$ cat config.mk
export PLATFORM = sky130hd
export DESIGN_NAME = ars_seq
export DESIGN_NICKNAME = d
export VERILOG_FILES = /design/src/ars_pkg.sv /design/src/ars_filter.sv /design/src/ars_seq.sv
export VERILOG_INCLUDE_DIRS = /design/src
export SDC_FILE = /design/constraint.sdc
export NUM_CORES = 1
export LEC_CHECK = 0
export ABC_AREA = 1
export BUFFER_PORTS_ARGS = -buffer_cell sky130_fd_sc_hd__buf_2
export CORE_MARGIN = 10
export CORE_UTILIZATION = 52
export DETAILED_ROUTE_END_ITERATION = 16
export PLACE_DENSITY_LB_ADDON = 0.1
export SLEW_MARGIN = 20
export SYNTH_ARGS = -nofsm -noshare
export SYNTH_HDL_FRONTEND = slang
export SYNTH_SLANG_ARGS = --single-unit
$ cat constraint.sdc
create_clock -name mclk -period 4.1 [get_ports mclk]
set_input_delay 1.23 -clock mclk [delete_from_list [all_inputs] [get_ports mclk]]
set_output_delay 1.23 -clock mclk [all_outputs]
set_load 0.05 [all_outputs]
$ cat src/ars_defines.svh
`ifndef ARS_DEFINES_SVH
`define ARS_DEFINES_SVH

// Clock and reset-input filter timing
`define ARS_TCLK_NS 50
`define ARS_TCL_NS 25
`define ARS_FILT_REJECT_NS 50
`define ARS_FILT_ACCEPT_NS 500
`define ARS_FILT_CYC ((`ARS_FILT_REJECT_NS + `ARS_TCLK_NS - 1) / `ARS_TCLK_NS + 1)

// Flash initialization limit and early-read window
`define ARS_FLASH_INIT_NS 1000000
`define ARS_FLASH_INIT_CYC (`ARS_FLASH_INIT_NS / `ARS_TCLK_NS)
`define ARS_FLASH_BLANK_CYC 16'h0040
`define ARS_FLASH_BLANK_DATA 16'hFFFF
`define ARS_FLASH_TRAP_DATA 16'h009B

// Release delay for external boot, in half clock periods
`define ARS_TCL_MIN 4'h3
`define ARS_TCL_SEL_MAX 3'h5

// Restart location
`define ARS_RESET_VECTOR 16'h0000
`define ARS_RESET_SEGMENT 8'h00

`endif

$ cat src/ars_pkg.sv
`include "ars_defines.svh"

package ars_pkg;

  typedef enum logic [2:0] {
    ARS_HOLD,
    ARS_TCL,
    ARS_FLASH,
    ARS_EXIT,
    ARS_RUN
  } ars_state_e;

  // Half-clock-period count rounded up to whole mclk cycles
  function automatic logic [2:0] ars_tcl_cycles(input logic [2:0] sel);
    logic [3:0] n;
    n = 4'h0;
    if (sel > `ARS_TCL_SEL_MAX)
      n = `ARS_TCL_MIN + {1'b0, `ARS_TCL_SEL_MAX};
    else
      n = `ARS_TCL_MIN + {1'b0, sel};
    return 3'((n + 4'h1) >> 1);
  endfunction

endpackage

$ cat src/ars_filter.sv
`timescale 1ns/100ps
`include "ars_defines.svh"

module ars_filter (
  input wire logic mclk, // System clock
  input wire logic arst_n, // Asynchronous reset entry, active low
  input wire logic pin_i, // Raw reset input level
  output logic filt_q // Filtered reset input level
);

  logic [3:0] cnt_q;

  always_ff @(posedge mclk or negedge arst_n)
  begin
    if (!arst_n)
    begin
      cnt_q <= 4'h0;
      filt_q <= 1'b0;
    end
    else if (pin_i == filt_q)
      cnt_q <= 4'h0;
    else if (cnt_q == 4'(`ARS_FILT_CYC - 1))
    begin
      cnt_q <= 4'h0;
      filt_q <= pin_i;
    end
    else
      cnt_q <= cnt_q + 4'h1;
  end
endmodule

$ cat src/ars_seq.sv
`timescale 1ns/100ps
`include "ars_defines.svh"

// Summary of operation
// - Low reset input and low mode enter reset.
// - Reset drives output low, aborts, floats, pulls up.
// - Mode low blocks bidirectional drive on soft resets.
// - Entry works with no running clock.
// - Internal boot waits flash init, at most 1ms.
// - External boot releases after 3..8 half periods.
// - Early flash reads give FFFFh then 009Bh.
// - Flash boot needs no stable oscillator or PLL.
// - Mode falling during low reset also enters.
// - Exit latches config port, strobes go inactive.
// - Fetch restarts at address zero, segment zero.
// - Filter rejects spikes, accepts long pulses.
module ars_seq import ars_pkg::*; #(
  parameter int unsigned FLASH_INIT_CYC = `ARS_FLASH_INIT_CYC
) (
  input wire logic mclk, // System clock, 20 MHz
  input wire logic nrst, // Power-on reset, active low
  input wire logic reset_input_pin_i, // Reset input pin level
  output logic reset_input_pin_o_q, // Reset input pin drive value, always low
  output logic reset_input_pin_oe_q, // Reset input pin pull-down enable
  input wire logic reset_mode_select_pin, // Reset mode pin level
  input wire logic bidir_reset_enable, // Bidirectional reset enabled
  input wire logic sw_wdt_reset_req, // Software or watchdog reset active
  input wire logic external_boot_select, // High: boot from external memory
  input wire logic [2:0] clk_src_sel, // Clock source, sets release delay
  input wire logic flash_init_done, // Flash initialization finished
  input wire logic flash_rd_req, // Flash read strobe
  input wire logic [15:0] flash_data_i, // Flash array data
  output logic [15:0] flash_rdata_q, // Flash read answer
  input wire logic [15:0] config_port_i, // Config port pin levels
  output logic [15:0] system_config_register_q, // Latched start-up configuration
  output logic config_port_pullup_q, // Config port pulled high
  output logic bus_float_q, // Buses and I/O drivers released
  output logic hold_cancel_q, // Pending hold states cancelled
  output logic bus_abort_q, // Bus cycles aborted
  input wire logic cpu_ale, // Address latch strobe from core
  input wire logic cpu_rd_n, // Read strobe from core
  input wire logic cpu_wr_n, // Write strobe from core
  output logic ale_q, // Address latch strobe
  output logic rd_n_q, // Read strobe, active low
  output logic write_strobe_n_q, // Write strobe, active low
  output logic reset_output_pin_q, // Reset output, low in reset
  output logic internal_reset_n_q, // Internal reset, active low
  output logic fetch_start_q, // First fetch request pulse
  output logic [15:0] fetch_addr_q, // First fetch address
  output logic [7:0] fetch_seg_q // First fetch code segment
);

  ars_state_e state_q;
  logic arst_n;
  logic filtered_reset_input;
  logic [2:0] tcl_cnt_q;
  logic [15:0] flash_cnt_q;
  logic [15:0] flash_age_q;
  logic flash_ready_q;
  logic flash_timeout;

  // Entry is purely combinational so it acts with no clock at all. The
  // pin filter guards the synchronous release; a spike on both pins can
  // still enter reset, which is the safe direction.
  assign arst_n = nrst & (reset_input_pin_i | reset_mode_select_pin);

  ars_filter u_filter (
    .mclk(mclk),
    .arst_n(arst_n),
    .pin_i(reset_input_pin_i),
    .filt_q(filtered_reset_input)
  );

  assign flash_timeout = (flash_cnt_q >= 16'(FLASH_INIT_CYC - 1));

  always_ff @(posedge mclk or negedge arst_n)
  begin
    if (!arst_n)
      state_q <= ARS_HOLD;
    else if (!filtered_reset_input && state_q != ARS_RUN)
      state_q <= ARS_HOLD;
    else
    begin
      unique case (state_q)
        ARS_HOLD:
          if (filtered_reset_input)
            state_q <= external_boot_select ? ARS_TCL : ARS_FLASH;
        ARS_TCL:
          if (tcl_cnt_q <= 3'h1)
            state_q <= ARS_EXIT;
        ARS_FLASH:
          if (flash_init_done || flash_timeout)
            state_q <= ARS_EXIT;
        ARS_EXIT:
          state_q <= ARS_RUN;
        ARS_RUN:
          state_q <= ARS_RUN;
        default:
          state_q <= ARS_HOLD;
      endcase
    end
  end

  always_ff @(posedge mclk or negedge arst_n)
  begin
    if (!arst_n)
      tcl_cnt_q <= 3'h0;
    else if (state_q == ARS_HOLD)
      tcl_cnt_q <= ars_tcl_cycles(clk_src_sel);
    else if (state_q == ARS_TCL)
      tcl_cnt_q <= tcl_cnt_q - 3'h1;
  end

  // Flash runs on its own oscillator, so its wait counts from pin release
  // and does not look at any oscillator or PLL status.
  always_ff @(posedge mclk or negedge arst_n)
  begin
    if (!arst_n)
      flash_cnt_q <= 16'h0000;
    else if (state_q == ARS_FLASH && !flash_timeout)
      flash_cnt_q <= flash_cnt_q + 16'h0001;
  end

  always_ff @(posedge mclk or negedge arst_n)
  begin
    if (!arst_n)
    begin
      flash_ready_q <= 1'b0;
      flash_age_q <= 16'h0000;
    end
    else if (filtered_reset_input)
    begin
      if (flash_init_done)
        flash_ready_q <= 1'b1;
      if (flash_age_q != 16'hFFFF)
        flash_age_q <= flash_age_q + 16'h0001;
    end
  end

  // Early reads never reach the array; the trap value makes a premature
  // fetch fail loudly instead of running garbage.
  always_ff @(posedge mclk or negedge arst_n)
  begin
    if (!arst_n)
      flash_rdata_q <= `ARS_FLASH_BLANK_DATA;
    else if (flash_rd_req)
    begin
      if (flash_ready_q)
        flash_rdata_q <= flash_data_i;
      else if (flash_age_q < `ARS_FLASH_BLANK_CYC)
        flash_rdata_q <= `ARS_FLASH_BLANK_DATA;
      else
        flash_rdata_q <= `ARS_FLASH_TRAP_DATA;
    end
  end

  // Reset default state: only the exit step lifts it
  always_ff @(posedge mclk or negedge arst_n)
  begin
    if (!arst_n)
    begin
      reset_output_pin_q <= 1'b0;
      config_port_pullup_q <= 1'b1;
      bus_float_q <= 1'b1;
      hold_cancel_q <= 1'b1;
      bus_abort_q <= 1'b1;
      internal_reset_n_q <= 1'b0;
    end
    else if (state_q == ARS_EXIT)
    begin
      reset_output_pin_q <= 1'b1;
      config_port_pullup_q <= 1'b0;
      bus_float_q <= 1'b0;
      hold_cancel_q <= 1'b0;
      bus_abort_q <= 1'b0;
      internal_reset_n_q <= 1'b1;
    end
  end

  always_ff @(posedge mclk or negedge arst_n)
  begin
    if (!arst_n)
    begin
      ale_q <= 1'b0;
      rd_n_q <= 1'b1;
      write_strobe_n_q <= 1'b1;
    end
    else if (state_q == ARS_RUN)
    begin
      ale_q <= cpu_ale;
      rd_n_q <= cpu_rd_n;
      write_strobe_n_q <= cpu_wr_n;
    end
    else
    begin
      ale_q <= 1'b0;
      rd_n_q <= 1'b1;
      write_strobe_n_q <= 1'b1;
    end
  end

  always_ff @(posedge mclk or negedge arst_n)
  begin
    if (!arst_n)
      system_config_register_q <= 16'h0000;
    else if (state_q == ARS_EXIT)
      system_config_register_q <= config_port_i;
  end

  always_ff @(posedge mclk or negedge arst_n)
  begin
    if (!arst_n)
    begin
      fetch_start_q <= 1'b0;
      fetch_addr_q <= `ARS_RESET_VECTOR;
      fetch_seg_q <= `ARS_RESET_SEGMENT;
    end
    else
    begin
      fetch_start_q <= (state_q == ARS_EXIT);
      fetch_addr_q <= `ARS_RESET_VECTOR;
      fetch_seg_q <= `ARS_RESET_SEGMENT;
    end
  end

  // Open-drain pull-down of the reset input on soft resets
  always_ff @(posedge mclk or negedge arst_n)
  begin
    if (!arst_n)
    begin
      reset_input_pin_o_q <= 1'b0;
      reset_input_pin_oe_q <= 1'b0;
    end
    else
    begin
      reset_input_pin_o_q <= 1'b0;
      reset_input_pin_oe_q <= sw_wdt_reset_req & bidir_reset_enable & reset_mode_select_pin;
    end
  end
endmodule

-- Word level (Yosys, flattened, before mapping)
Cells that the tools add are included.
- multiplexer cells: 17
- bitwise logic cells: 5
- $lt $le $gt $ge: 4
- add/sub/neg operators: 6
- equality and inequality tests: 11
- reduce and logical (&&, ||, !) cells: 12
- operator list (cell ; count):
    16-bit by 1-bit adder with 16-bit output (second input constant) ; 2
    16-bit 2-to-1 mux ; 2
    3-bit 2-to-1 mux ; 6
    16-bit by 15-bit >= comparator with 1-bit output (second input constant) ; 1
    16-bit by 7-bit < comparator with 1-bit output (second input constant) ; 1
    4-bit 2-to-1 mux ; 4
    16-bit != test (second input constant) ; 1
    3-bit one-hot mux with 4 select lines ; 1
    3-bit != test (second input constant) ; 3
    4-bit by 1-bit adder with 4-bit output (second input constant) ; 2
    3-bit by 2-bit equality test with 1-bit output (second input constant) ; 2
    2-bit AND reduction ; 3
    2-bit by 3-bit adder with 4-bit output (first input constant) ; 1
    4-bit by 1-bit equality test with 1-bit output (second input constant) ; 1
    1-bit AND ; 3
    3-bit by 1-bit equality test with 1-bit output (second input constant) ; 1
    3-bit equality test (second input constant) ; 1
    3-bit greater-than comparator (second input constant) ; 1
    3-bit by 1-bit <= comparator with 1-bit output (second input constant) ; 1
    3-bit zero test ; 1
    1-bit 2-to-1 mux ; 3
    3-bit by 2-bit != test with 1-bit output (second input constant) ; 1
    3-bit AND reduction ; 1
    3-bit by 1-bit subtractor with 3-bit output (second input constant) ; 1
    9 further kinds ; 11
- bits in registers: 83
- input port bits: 47
- logic and storage cells: 71
- output and inout bits: 68

-- Logic depth before layout (Yosys ltp)
- word-level depth: 5
- gate-level depth with buffers: 11
- mapped depth without buffers: 10

-- Hierarchy
From an unflattened synthesis, not the netlist that was laid out.
- cell total of the unflattened synthesis: 569
- area, all modules: 4503.1 µm²
- by module, submodules not included (module ; times used ; cells each ; area an instance (µm²) ; sequential area each (µm²)):
    ars_seq ; 1 ; 541 ; 4249.1 ; 1975.6
    ars_filter ; 1 ; 28 ; 254.0 ; 125.1

-- Least setup slack after synthesis
No wires, ideal clock.
- path type: flip-flop to output port
- start point: register bus_abort_q (netlist name)
- end point: output port bus_float_q
- data arrival time: 0.949 ns
- setup slack: 1.921 ns
- buffers on the path: 1
- required time: 2.870 ns
- cell stages (with the launch flop): 2
- path through: dfstp_2 -> buf_4
- RTL lines (item ; line ; RTL):
    end: declaration ; ars_seq.sv:37 ; output logic bus_float_q,

==> flow_summary.ini <==
[critical_path]
worstSetupPathType = reg2out
arrival_ps = 1200
slowest_stage = dfstp_2
cp_max_fo = 5
crit_chain = buf_2
cp-start-kind = flip-flop
cp.required_ps = 2870
endpoint_kind = output pin
critical_path.top_delay_family = flip-flops
critPathBufInv = 1
crit_path_max_incr_delay_ps = 570

[drt]
wl_um = 10100
wl_per_cell_um = 13.0
antenna_left = 0
first_iter_violations = 191
drcViolationCount = 0
vias = 3752
drt-pass1-iter-count = 4
vias_per_cell = 4.85

[run]
drv_cap = 0

[grt]
grt_antenna_before_repair = 0
grt_overflow = 0
track_usage_pct = 15.9
grt_pass1_vias = 3719
grt_max_degree = 50
grt_pass1_wl_um = 17400

[timing]
grt_setup_unrepaired = false
period_share_pct = 59.3
maxSlewHeadroom_pct = 28.3
slew_violations = 0
fin_crit_ps = 2430
hold_violations = 0
skew_ps = 16.2
setup-violations-final = 0
worst_pin_slew_ps = 1070
fmax_ghz = 0.412
tns_ps = 0

[worst_hold_path]
hp-class = reg2reg

[synthesis]
yosysWarnings = 0
seq_area_frac_synth_pct = 46.7
synth_cell_type_count = 32
syn_inst = 579
netlist_area_mm2 = 0.00450
ys_ff_latch = 83
avgSynthCellArea_um2 = 7.77

[clock_tree]
post_cts_buffers = 0
cts_tree = built
cts.sinks = 83
ctsResizeCount = 0
clk_pin_slew_ps = 100
clock_path_buffers = 2
cts-root-buf = clkbuf_8
ctsHoldBuffers = 0
numCtsBuffers = 9
clk_latency_ps = 360
htreeDepth = 3

[pwr]
p_per_area_mw_per_mm2 = 577
ir_drop_uv = 216
clkPwrFrac_pct = 20.6
combPwrFrac_pct = 39.9
sequentialPowerShare_pct = 39.5
p_leak_nw = 2.67
p_sw_mw = 1.34
switching_share_pct = 45.6
intPower_mw = 1.60

[floorplanning]
die_w_um = 113
dieArea_mm2 = 0.0128
die_h_um = 113
pin_count = 115
coreArea_mm2 = 0.00830
rows = 33
initial_core_util_pct = 54.2

[final_layout]
final-seq-area_mm2 = 0.00210
n_fill_cell = 791
diodes = 0
area_growth_pct = 13.3
multi_input_area_mm2 = 0.00203
nNetsFinal = 719
final_layout_size_suffix_gt1_share_pct = 22.2
fin_util_pct = 61.4

[placed_design]
gp_congestion = 0.883
dp_hpwl_um = 7860
io_buffer_count = 89

[status]
status = complete, no violations
[metal layers]
| layer | GRT usage, % | up-vias | share of wire [%] |
|---|---|---|---|
| met2 | 27.2 | 87 | 50 |
| met5 | 0 | - | 0 |
| li1 | - | 1918 | - |
| met3 | 4.01 | 12 | 6.3 |
| met4 | 6.01 | 0 | 1.5 |
| met1 | 18.9 | 1735 | 43 |
[final timing paths]
path	start	to	slack, ps	cells after the start
max reg2reg	state_q[2]	state_q[2]	1860	3
max in group asynchronous	reset_input_pin_i	flash_rdata_q[1]	2220	3
max	bus_abort_q	config_port_pullup_q	1670	1
min	flash_cnt_q[15]	flash_cnt_q[15]	440	0
min in group asynchronous	nrst	u_filter.filt_q	1030	2
min reg2reg	flash_cnt_q[15]	flash_cnt_q[15]	440	0
[sequential cells by signal, indices dropped and copies added (netlist names), 3 cells and up]
register and flops:
tcl_cnt_q 3, system_config_register_q 16, flash_rdata_q 16, flash_age_q 16
flash_cnt_q 16, state_q 3, u_filter.cnt_q 4
[final cells by class]
type	instances	share of cell area, %
clock buffers	9	2.43
clock inverters	7	1.57
inverters	47	3.46
multi-input cells	431	39.7
flip-flops and latches	83	41.2
well taps	105	2.58
repair buffers	91	9.03
[cells by family after synthesis]
group           Yosys count  synth area share [%]
flops                    83                  46.7
xor+xnor                 20                  3.89
fa+ha+maj                 9                  2.50
buf+inv                  89                  10.6
compound gates           49                  6.17
other cells               1                0.0833
simple gates            328                  30.1
[power groups by stage]
stage,clock network [mW],registers (mW),logic (mW)
floorplan,0,1.52,0.601
global placement,0,1.17,1.16
detailed placement,0,1.18,1.19
CTS,0.624,1.16,1.20
global route,0.658,1.19,1.30
finish,0.606,1.16,1.18
[Yosys cell counts]
library cell    n  area [µm²]
o22ai_1         1        6.26
dfrtp_1        64        1600
o21ai_1         2        10.0
o21ai_2         4        35.0
nor3_1          2        10.0
nand3b_1        1        7.51
nor2_4          3        33.8
clkbuf_1        5        18.8
nand2_1       221         830
nand2_2         3        18.8
nor2_1         57         214
o21a_1          1        7.51
nand2_4         1        11.3
nor2_2          4        25.0
buf_2           3        15.0
o21bai_1        1        7.51
xnor2_1         8        70.1
nand4_1        11        68.8
o21ai_4         1        16.3
nand3_1        20         100
buf_6           3        33.8
or2_2           3        18.8
inv_1          47         176
ha_1            9         113
o21ai_0        15        75.1
conb_1          1        3.75
buf_4          31         233
and3_1          1        6.26
xor2_1         12         105
a21oi_1        24         120
dfstp_2        19         499
nand3_2         1        10.0
[cells in the final DEF, fill, tap and decap left out]
master / Yosys / layout
nand3_1: 20 / 20
dfstp_2: 19 / 19
o21ai_0: 15 / 15
buf_2: 3 / 89
nor3_2: 0 / 1
nor2_2: 4 / 4
nor2_4: 3 / 3
clkbuf_8: 0 / 9
a21oi_1: 24 / 24
nor3_1: 2 / 1
clkinvlp_4: 0 / 2
buf_4: 31 / 2
conb_1: 1 / 25
nor2_1: 57 / 57
inv_6: 0 / 4
nand2_4: 1 / 1
nand3b_1: 1 / 1
xnor2_1: 8 / 8
nand2_1: 221 / 221
or2_2: 3 / 3
nand3_2: 1 / 1
dfrtp_1: 64 / 64
xor2_1: 12 / 12
o21ai_1: 2 / 2
and3_1: 1 / 1
bufinv_16: 0 / 1
nand2_2: 3 / 3
inv_1: 47 / 47
ha_1: 9 / 9
o21ai_2: 4 / 4
nand4_1: 11 / 11
o21ai_4: 1 / 1
o22ai_1: 1 / 1
o21bai_1: 1 / 1
o21a_4: 0 / 1
[metrics by stage]
stage                     power [mW]  hold slack [ps]  instances  instance area (µm²)  setup WS, ps
after floorplan                 2.12              458        603                 4590           373
after global placement          2.34              414        757                 4890          1820
after detailed placement        2.37              429        757                 4890          1790
after CTS                       2.98              449        773                 5100          1650
after global routing            3.15              484        773                 5100          1600
final                           2.94              444        773                 5100          1670
(Power assumes the default switching activity.)
